[src/logic/pmm_pkg.sv]
// package: register map, field layout, timing and state codes of the phy management master
`default_nettype none
package pmm_pkg;

  // register byte offsets on the apb side
  localparam logic [11:0] DATA_OFFSET      = 12'h0a4;
  localparam logic [11:0] CMD_OFFSET       = 12'h0a8;

  // field positions inside the command and data registers
  localparam int          CMD_BUSY_BIT     = 0;
  localparam int          CMD_WNR_BIT      = 1;
  localparam int          CMD_REG_LSB      = 6;
  localparam int          CMD_REG_MSB      = 10;
  localparam int          CMD_PHY_LSB      = 11;
  localparam int          CMD_PHY_MSB      = 15;
  localparam int          DATA_MSB         = 15;

  // values after reset
  localparam logic [15:0] DATA_RESET       = 16'h0000;
  localparam logic [4:0]  ADDR_RESET       = 5'h00;
  localparam logic        WNR_RESET        = 1'b0;

  // frame layout: preamble, start, opcode, turnaround, bit positions
  localparam logic [31:0] PREAMBLE         = 32'hffffffff;
  localparam logic [1:0]  START_CODE       = 2'h1;
  localparam logic [1:0]  OP_READ          = 2'h2;
  localparam logic [1:0]  OP_WRITE         = 2'h1;
  localparam logic [1:0]  TA_WRITE         = 2'h2;
  localparam logic [5:0]  TA_FIRST_BIT     = 6'h2e;
  localparam logic [5:0]  DATA_FIRST_BIT   = 6'h30;
  localparam logic [5:0]  FRAME_LAST_BIT   = 6'h3f;

  // timing figures in ns and the cycle counts derived from them
  localparam int          PCLK_PERIOD_NS   = 25;
  localparam int          MDC_PERIOD_NS    = 400;
  localparam int          LAUNCH_DELAY_NS  = 120;
  localparam int          SAMPLE_LEAD_NS   = 40;
  localparam int          MDC_PERIOD_CYC   = MDC_PERIOD_NS / PCLK_PERIOD_NS;
  localparam int          MDC_HALF_CYC     = MDC_PERIOD_CYC / 2;
  localparam int          LAUNCH_CYC       = LAUNCH_DELAY_NS / PCLK_PERIOD_NS;
  localparam int          SAMPLE_CYC       = (SAMPLE_LEAD_NS + PCLK_PERIOD_NS - 1) / PCLK_PERIOD_NS;
  localparam logic [3:0]  PHASE_LAST       = 4'(MDC_PERIOD_CYC - 1);
  localparam logic [3:0]  PHASE_HIGH_END   = 4'(MDC_HALF_CYC);
  localparam logic [3:0]  PHASE_LAUNCH     = 4'(LAUNCH_CYC);
  localparam logic [3:0]  PHASE_SAMPLE     = 4'(MDC_PERIOD_CYC - SAMPLE_CYC);
  localparam logic [3:0]  PHASE_RESET      = 4'h0;

  // frame sequencer states
  typedef enum logic [2:0] {
    ST_IDLE = 3'h1,
    ST_ARM  = 3'h2,
    ST_RUN  = 3'h4
  } pmm_state_t;

endpackage
`default_nettype wire

[src/logic/pmm_tick_if.sv]
// interface: management clock level and launch/sample strobes from the divider
`timescale 1ns/1ps
`default_nettype none
interface pmm_tick_if;
  logic mdc;
  logic launch;
  logic sample;
  modport src (output mdc, output launch, output sample);
  modport dst (input mdc, input launch, input sample);
endinterface
`default_nettype wire

[src/logic/pmm_clkgen.sv]
// module: free-running management clock divider with launch and sample strobes
`timescale 1ns/1ps
`default_nettype none
module pmm_clkgen (
  input  wire logic pclk,
  input  wire logic presetn,
  pmm_tick_if.src   tick
);

  typedef struct packed {
    logic [3:0] phase;
    logic       mdc;
    logic       launch;
    logic       sample;
  } pmm_clk_state_t;

  pmm_clk_state_t q_r;
  pmm_clk_state_t q_nxt;
  logic [3:0]     phase_inc;

  // phase walks the 16-cycle period; the clock never stops, even between frames
  always_comb begin
    q_nxt      = q_r;
    phase_inc  = (q_r.phase == pmm_pkg::PHASE_LAST) ? pmm_pkg::PHASE_RESET : q_r.phase + 4'h1;
    q_nxt.phase  = phase_inc;
    q_nxt.mdc    = (phase_inc < pmm_pkg::PHASE_HIGH_END);     // equal high and low halves
    q_nxt.launch = (phase_inc == pmm_pkg::PHASE_LAUNCH);      // data change after the rising edge
    q_nxt.sample = (phase_inc == pmm_pkg::PHASE_SAMPLE);      // capture ahead of the rising edge
  end

  // state register
  always_ff @(posedge pclk or negedge presetn) begin
    if (!presetn) begin
      // start on the last phase so the first high half after reset is full length
      q_r.phase  <= pmm_pkg::PHASE_LAST;
      q_r.mdc    <= 1'b0;
      q_r.launch <= 1'b0;
      q_r.sample <= 1'b0;
    end else begin
      q_r <= q_nxt;
    end
  end

  assign tick.mdc    = q_r.mdc;
  assign tick.launch = q_r.launch;
  assign tick.sample = q_r.sample;

endmodule
`default_nettype wire

[src/logic/pmm_sync.sv]
// module: two-flop synchroniser for the returning management data lines
`timescale 1ns/1ps
`default_nettype none
module pmm_sync (
  input  wire logic       pclk,
  input  wire logic       presetn,
  input  wire logic [1:0] async_in,
  output logic      [1:0] sync_out
);

  typedef struct packed {
    logic [1:0] meta;
    logic [1:0] stable;
  } pmm_sync_state_t;

  pmm_sync_state_t q_r;
  pmm_sync_state_t q_nxt;

  // first stage feeds only the second; idle lines float high, so reset to ones
  always_comb begin
    q_nxt        = q_r;
    q_nxt.meta   = async_in;
    q_nxt.stable = q_r.meta;
  end

  // state register
  always_ff @(posedge pclk or negedge presetn) begin
    if (!presetn) begin
      q_r <= '1;
    end else begin
      q_r <= q_nxt;
    end
  end

  assign sync_out = q_r.stable;

endmodule
`default_nettype wire

[src/logic/pmm_top.sv]
// module: apb-fronted phy management master that runs serial read and write frames
// Operation
// - run the management link at 2.5 MHz using the standard two-wire frame.
// - frames start with 32 ones, start bits 01, opcode 10 read or 01 write.
// - all address and data fields go out most significant bit first.
// - on writes the master drives turnaround 1 then 0, then data msb.
// - between frames the data line is released; the clock keeps running.
// - management clock period 400 ns with equal high and low time.
// - driven data changes about 120 ns after each rising clock edge.
// - incoming bits are captured about 40 ns before each rising edge.
// - reaches internal phys always, external pin phys only in mac mode.
// - data register at 0a4h, command register at 0a8h, indirect phy access.
// - data bits 15:0 read-write reset zero; bits 31:16 reserved read-only.
// - a read command places the returned phy value into the data register.
// - data read returns phy data when write-select is 0, host value when 1.
// - the write-only loader can write both registers and issue writes.
// - command bits 15:11 phy address, 10:6 register index, read-write, reset zero.
// - command bit 1 set selects write, cleared selects read.
// - writing the command starts a frame and sets busy bit 0 until done.
`timescale 1ns/1ps
`default_nettype none
module pmm_top (
  input  wire logic        pclk,
  input  wire logic        presetn,
  input  wire logic        psel,
  input  wire logic        penable,
  input  wire logic        pwrite,
  input  wire logic [11:0] paddr,
  input  wire logic [31:0] pwdata,
  output logic      [31:0] prdata,
  output logic             pready,
  output logic             pslverr,
  input  wire logic        loader_wr_en,
  input  wire logic [11:0] loader_addr,
  input  wire logic [31:0] loader_wdata,
  output logic             mgmt_busy_flag,
  input  wire logic        mac_mode,
  output logic             int_mgmt_clock,
  input  wire logic        int_mgmt_data_i,
  output logic             int_mgmt_data_o,
  output logic             int_mgmt_data_oe,
  output logic             port0_mgmt_clock_pin_o,
  output logic             port0_mgmt_clock_pin_oe,
  input  wire logic        port0_mgmt_data_pin_i,
  output logic             port0_mgmt_data_pin_o,
  output logic             port0_mgmt_data_pin_oe
);

  typedef struct packed {
    pmm_pkg::pmm_state_t st;
    logic [63:0]         frame;
    logic [5:0]          cnt;
    logic                oe;
    logic                dout;
    logic                is_read;
    logic [15:0]         rd_shift;
    logic [4:0]          target_a;
    logic [4:0]          phy_reg_index;
    logic                write_not_read_sel;
    logic [15:0]         data_wr;
    logic [15:0]         data_rd;
    logic [31:0]         prdata;
    logic                pslverr;
  } pmm_top_state_t;

  pmm_top_state_t q_r;
  pmm_top_state_t q_nxt;

  pmm_tick_if tick ();

  logic [1:0] sync_lines;
  logic       mdio_in;
  logic       apb_setup;
  logic       apb_wr;
  logic       wr_en;
  logic [1:0] wr_sel;
  logic [31:0] wr_data;
  logic [1:0] rd_sel;
  logic       busy;
  logic [15:0] data_view;

  // decode shared by the bus read, the bus write and the loader port
  function automatic logic [1:0] reg_sel(input logic [11:0] addr);
    logic [1:0] sel;
    sel = 2'h0;
    if (addr == pmm_pkg::DATA_OFFSET) begin
      sel = 2'h1;
    end else if (addr == pmm_pkg::CMD_OFFSET) begin
      sel = 2'h2;
    end
    return sel;
  endfunction

  // divider producing the management clock and the bit strobes
  pmm_clkgen u_clkgen (
    .pclk    (pclk),
    .presetn (presetn),
    .tick    (tick.src)
  );

  // both returning data lines come from outside the clock domain
  pmm_sync u_sync (
    .pclk     (pclk),
    .presetn  (presetn),
    .async_in ({port0_mgmt_data_pin_i, int_mgmt_data_i}),
    .sync_out (sync_lines)
  );

  // external line only joins the wired-high read path in mac mode
  assign mdio_in = sync_lines[0] & (sync_lines[1] | ~mac_mode);

  // bus write wins over the loader when both arrive in one cycle
  always_comb begin
    apb_setup = psel & ~penable;
    apb_wr    = psel & penable & pwrite;
    wr_en     = apb_wr | loader_wr_en;
    wr_sel    = apb_wr ? reg_sel(paddr) : reg_sel(loader_addr);
    wr_data   = apb_wr ? pwdata : loader_wdata;
    rd_sel    = reg_sel(paddr);
    busy      = (q_r.st != pmm_pkg::ST_IDLE);
    data_view = q_r.write_not_read_sel ? q_r.data_wr : q_r.data_rd;
  end

  // register file, frame sequencer and read capture
  always_comb begin
    q_nxt = q_r;

    // data register write; host keeps it stable while busy
    if (wr_en && wr_sel == 2'h1) begin
      q_nxt.data_wr = wr_data[pmm_pkg::DATA_MSB:0];
    end

    // command write is taken only while idle and launches a frame
    if (wr_en && wr_sel == 2'h2 && !busy) begin
      q_nxt.target_a           = wr_data[pmm_pkg::CMD_PHY_MSB:pmm_pkg::CMD_PHY_LSB];
      q_nxt.phy_reg_index      = wr_data[pmm_pkg::CMD_REG_MSB:pmm_pkg::CMD_REG_LSB];
      q_nxt.write_not_read_sel = wr_data[pmm_pkg::CMD_WNR_BIT];
      q_nxt.is_read            = ~wr_data[pmm_pkg::CMD_WNR_BIT];
      q_nxt.frame = {pmm_pkg::PREAMBLE, pmm_pkg::START_CODE,
                     wr_data[pmm_pkg::CMD_WNR_BIT] ? pmm_pkg::OP_WRITE : pmm_pkg::OP_READ,
                     wr_data[pmm_pkg::CMD_PHY_MSB:pmm_pkg::CMD_PHY_LSB],
                     wr_data[pmm_pkg::CMD_REG_MSB:pmm_pkg::CMD_REG_LSB],
                     pmm_pkg::TA_WRITE,
                     q_r.data_wr};
      q_nxt.st = pmm_pkg::ST_ARM;                                  // busy rises here
    end

    unique case (q_r.st)
      pmm_pkg::ST_IDLE: begin
        q_nxt.oe   = 1'b0;                                         // line released between frames
        q_nxt.dout = 1'b1;
      end
      pmm_pkg::ST_ARM: begin
        // wait for a launch strobe so the first bit is a full period wide
        if (tick.launch) begin
          q_nxt.st   = pmm_pkg::ST_RUN;
          q_nxt.cnt  = 6'h00;
          q_nxt.oe   = 1'b1;
          q_nxt.dout = q_r.frame[63];                              // msb first
        end
      end
      pmm_pkg::ST_RUN: begin
        // capture read data bits shortly before the phy's next rising edge
        if (tick.sample && q_r.is_read && q_r.cnt >= pmm_pkg::DATA_FIRST_BIT) begin
          q_nxt.rd_shift = {q_r.rd_shift[14:0], mdio_in};
        end
        if (tick.launch) begin
          if (q_r.cnt == pmm_pkg::FRAME_LAST_BIT) begin
            q_nxt.st   = pmm_pkg::ST_IDLE;                         // busy self-clears
            q_nxt.oe   = 1'b0;
            q_nxt.dout = 1'b1;
            if (q_r.is_read) begin
              q_nxt.data_rd = q_nxt.rd_shift;
            end
          end else begin
            q_nxt.cnt   = q_r.cnt + 6'h01;
            q_nxt.frame = {q_r.frame[62:0], 1'b1};
            q_nxt.dout  = q_r.frame[62];
            // read frames hand the line to the phy from the first turnaround bit
            q_nxt.oe    = ~(q_r.is_read && (q_r.cnt + 6'h01) >= pmm_pkg::TA_FIRST_BIT);
          end
        end
      end
    endcase

    // read data and error are staged in the setup cycle so they come from flops
    if (apb_setup) begin
      q_nxt.pslverr = (rd_sel == 2'h0);
      unique case (rd_sel)
        2'h1:    q_nxt.prdata = {16'h0000, data_view};             // reserved high half reads zero
        2'h2:    q_nxt.prdata = {16'h0000, q_r.target_a, q_r.phy_reg_index, 4'h0,
                                 q_r.write_not_read_sel, busy};
        default: q_nxt.prdata = 32'h00000000;
      endcase
    end
  end

  // state register with documented reset values
  always_ff @(posedge pclk or negedge presetn) begin
    if (!presetn) begin
      q_r.st                 <= pmm_pkg::ST_IDLE;
      q_r.frame              <= '1;
      q_r.cnt                <= 6'h00;
      q_r.oe                 <= 1'b0;
      q_r.dout               <= 1'b1;
      q_r.is_read            <= 1'b0;
      q_r.rd_shift           <= pmm_pkg::DATA_RESET;
      q_r.target_a           <= pmm_pkg::ADDR_RESET;
      q_r.phy_reg_index      <= pmm_pkg::ADDR_RESET;
      q_r.write_not_read_sel <= pmm_pkg::WNR_RESET;
      q_r.data_wr            <= pmm_pkg::DATA_RESET;
      q_r.data_rd            <= pmm_pkg::DATA_RESET;
      q_r.prdata             <= 32'h00000000;
      q_r.pslverr            <= 1'b0;
    end else begin
      q_r <= q_nxt;
    end
  end

  // apb answers in the access cycle with no wait states
  assign pready         = 1'b1;
  assign prdata         = q_r.prdata;
  assign pslverr        = q_r.pslverr;
  assign mgmt_busy_flag = (q_r.st != pmm_pkg::ST_IDLE);

  // internal phys always see the frame; pins only when acting as mac
  assign int_mgmt_clock          = tick.mdc;
  assign int_mgmt_data_o         = q_r.dout;
  assign int_mgmt_data_oe        = q_r.oe;
  assign port0_mgmt_clock_pin_o  = tick.mdc & mac_mode;
  assign port0_mgmt_clock_pin_oe = mac_mode;
  assign port0_mgmt_data_pin_o   = q_r.dout;
  assign port0_mgmt_data_pin_oe  = q_r.oe & mac_mode;

endmodule
`default_nettype wire

[config.mk]
export PLATFORM = sky130hd
export DESIGN_NAME = pmm_top
export DESIGN_NICKNAME = d
export VERILOG_FILES = /design/src/logic/pmm_pkg.sv /design/src/logic/pmm_tick_if.sv /design/src/logic/pmm_clkgen.sv /design/src/logic/pmm_sync.sv /design/src/logic/pmm_top.sv
export SDC_FILE = /design/constraint.sdc
export NUM_CORES = 1
export LEC_CHECK = 0
export ABC_AREA = 1
export BUFFER_PORTS_ARGS = -buffer_cell sky130_fd_sc_hd__buf_2
export CAP_MARGIN = 15
export CORE_ASPECT_RATIO = 0.8
export CORE_MARGIN = 10
export CORE_UTILIZATION = 45
export CTS_CLUSTER_DIAMETER = 150
export DETAILED_ROUTE_END_ITERATION = 12
export GPL_TIMING_DRIVEN = 0
export PLACE_DENSITY = 0.71
export SETUP_SLACK_MARGIN = 0.1
export SLEW_MARGIN = 20
export SYNTH_ARGS = -nofsm -noshare
export SYNTH_HDL_FRONTEND = slang
export SYNTH_SLANG_ARGS = --single-unit
[constraint.sdc]
create_clock -name pclk -period 2.05 [get_ports pclk]
set_input_delay 0.41 -clock pclk [delete_from_list [all_inputs] [get_ports pclk]]
set_output_delay 0.41 -clock pclk [all_outputs]
set_load 0.05 [all_outputs]
==> flow_summary.yaml <==
outcome:
  outcome: "completed"
power:
  swShare_pct: 25.2
  vdd_ir_drop_max_mv: 0.525
  p_per_area_mw_per_mm2: 733
  p_total_mw: 6.90
  p_clk_share_pct: 44.7
  cellLeakagePower_nw: 4.65
  comb_power_share_pct: 7.8
  p_seq_share_pct: 47.6
  internal_power_mw: 5.17
  p_sw_mw: 1.74
clock_network:
  clk_latency_ns: 0.43
  cts-buffers-inserted: 17
  clock-sinks: 163
  cts_tree: "done"
  cts_buffer_depth: 2
  htree_levels: 4
  clk_pin_slew_ns: 0.07
  postCtsSetupRepairBufs: 0
  root_buffer: "clkbuf_16"
place:
  hpwl_um: 13600
  place_area_mm2: 0.00884
  io_buffers: 89
  placedCellCount: 1269
  gp_congestion: 0.851
routing:
  post_drt_wl_per_cell_um: 14.0
  firstDrtPassIters: 6
  top_layer: "met4"
  wl_met3_um: 1120
  drt_iter0_markers: 401
  routed_via_density: 4.81
  wl_met2_um: 7790
  wl_met1_um: 9240
  wl_um: 18300
  antenna_left: 0
  drc: 0
  via_count: 6268
yosys:
  synth_top_area_cell: "dfrtp_1"
  synthCells: 938
  synth_common_cells: "248 x nand2_1, 98 x nand3_1, 94 x inv_1"
  synth_top_area_share_pct: 27.9
  synth_top_flop_cell: "dfrtp_1"
  syn_area_mm2: 0.00799
  synth_seq_area_share_pct: 52.2
  syn_avg_cell_area_um2: 8.52
  async_reset_ff_share_pct: 100
  yosys_warnings: 0
  synth_edf_count: 0
  ys_ff_latch: 163
  yosysUniqueCellTypes: 39
  yosysMostFrequentCell: "nand2_1"
  synthTopCellsByArea: "dfrtp_1 28%, dfstp_2 24%, nand2_1 12%, nand3_1 6.1%, inv_1 4.4%"
floorplan:
  dieArea_mm2: 0.0235
  initial_utilization_pct: 46.0
  core_mm2: 0.0174
  chipHeight_um: 139
  row_count: 43
  io_pins: 139
  die_width_um: 169
sta:
  skew_ns: 0.00928
  hold_viol_final: 0
  max_freq_mhz: 549
  holdWs_ns: 0.0716
  finalSetupViolCount: 0
  fin_crit_sh_pct: 88.8
  fin_crit_ns: 1.82
  rsz0062_at_grt: "no"
  finalMaxSlewViolations: 0
global_routing:
  antenna_found_initial: 0
  grt_pass1_vias: 6105
  grt_pass1_wl_um: 30600
  grt_usage_pct: 15.9
  grt_max_degree: 90
  grt_overflow: 0
layout:
  finish.net_count: 1165
  final_layout_size_suffix_gt1_share_pct: 27.2
  area_growth_pct: 17.9
  stdcell_count: 1302
  postLayoutCellArea_mm2: 0.00942
  diodes: 0
worst_setup_path:
  crit_path_end_kind: "output port"
  critPathKind: "reg -> out"
  r2r_start: "q_r[165]"
  crit_start: "q_r[165]"
  arrival_ns: 1.41
  cp.required_ns: 1.64
  start_kind: "flip-flop"
  path_max_fanout: 2
flow_run:
  timing.max_cap.violations: 0
worst_hold_path:
  min_from: "port0_mgmt_data_pin_i"
  min_path_type: "in -> reg"
[metal layers]
layer	up-vias	track usage, %
met5	-	0
met4	0	3.06
met3	6	4.90
met2	151	22.6
met1	2925	23.1
li1	3186	-
[area by class of cell]
cell class,instances,area [µm²]
clock inverter,12,124
multi-input combinational,613,3000
sequential,163,4170
timing repair buffer,92,520
clock buffer,20,447
tap,225,282
buffer,75,493
inverter,102,383
fill,1589,7960
[flip-flops by register name, indices dropped and copies added (netlist names), 2 cells and up]
name,flops
prdata,16
q_r,133
u_clkgen.q_r,4
u_sync.q_nxt,2
u_sync.sync_out,2
[kinds of logic after synthesis]
family / count (synthesis) / synth area share, %
other: 2 / 0.0940
adders and majority gates: 4 / 0.626
and+or+nand+nor: 448 / 24.2
AOI/OAI and AO/OA: 126 / 9.71
buffers and inverters: 177 / 10.9
muxes: 15 / 1.88
DFF: 163 / 52.2
xor gates and xnor gates: 3 / 0.329
[cells in the final DEF, fill, tap and decap left out, types with 2 or more instances in the layout]
cell type,count
buf_2,106
nand2_4,5
o211ai_1,2
inv_8,2
conb_1,17
o22ai_1,3
nand2_1,248
a31oi_1,10
inv_6,3
or2_2,10
ha_1,4
clkinv_1,2
buf_6,5
nor2_1,69
nor2_4,2
buf_4,39
xor2_1,3
buf_16,2
a21oi_1,11
clkbuf_1,12
or2_1,9
mux2i_1,15
dfstp_2,74
nor3_1,3
nand3_1,98
o31ai_1,4
clkinvlp_4,3
o21ai_1,9
inv_2,7
o21bai_1,31
o21ai_2,7
o21ai_0,46
inv_1,93
clkbuf_16,17
clkinv_4,2
dfrtp_1,89
[power by group through the flow]
stage	clock network, mW	registers [mW]	logic (mW)
after floorplan	0	3.34	0.334
after global placement	0	3.33	0.520
after detailed placement	0	3.34	0.541
after CTS	3.14	3.28	0.543
after global routing	3.27	3.29	0.588
final	3.08	3.28	0.537
[final timing paths]
kind | endpoint | slack, ns | cells after the start
setup / recovery | mgmt_busy_flag | 0.23 | 2
hold / removal | u_sync.q_nxt[1] | 0.07 | 1
setup reg to reg | q_r[159] | 0.26 | 9
hold reg to reg | u_sync.sync_out[0] | 0.36 | 0
max in group asynchronous | int_mgmt_data_o | 0.69 | 4
min in group asynchronous | prdata[11] | 0.38 | 2
[critical path, stage by stage, from the launching register on]
cell and delay [ns]:
dfstp_2 0.54, nand3_1 0.17, buf_2 0.27
[repair_timing]
action                                 CTS  global route
hold buffers                             1             0
endpoints found under the hold margin   15             0
setup endpoints to repair                0             8
gates resized for setup                  0             2
[metrics by stage]
step	util (%)	setup slack (ns)	TNS, ns
2_1_floorplan	-	0.208	0
3_3_place_gp	50.5	-1.88	-234.37
3_5_place_dp	50.9	0.127	0
4_1_cts	54.2	0.225	0
5_1_grt	54.2	0.116	0
6_report	54.2	0.230	0
Power figures use the tool's default switching activity.
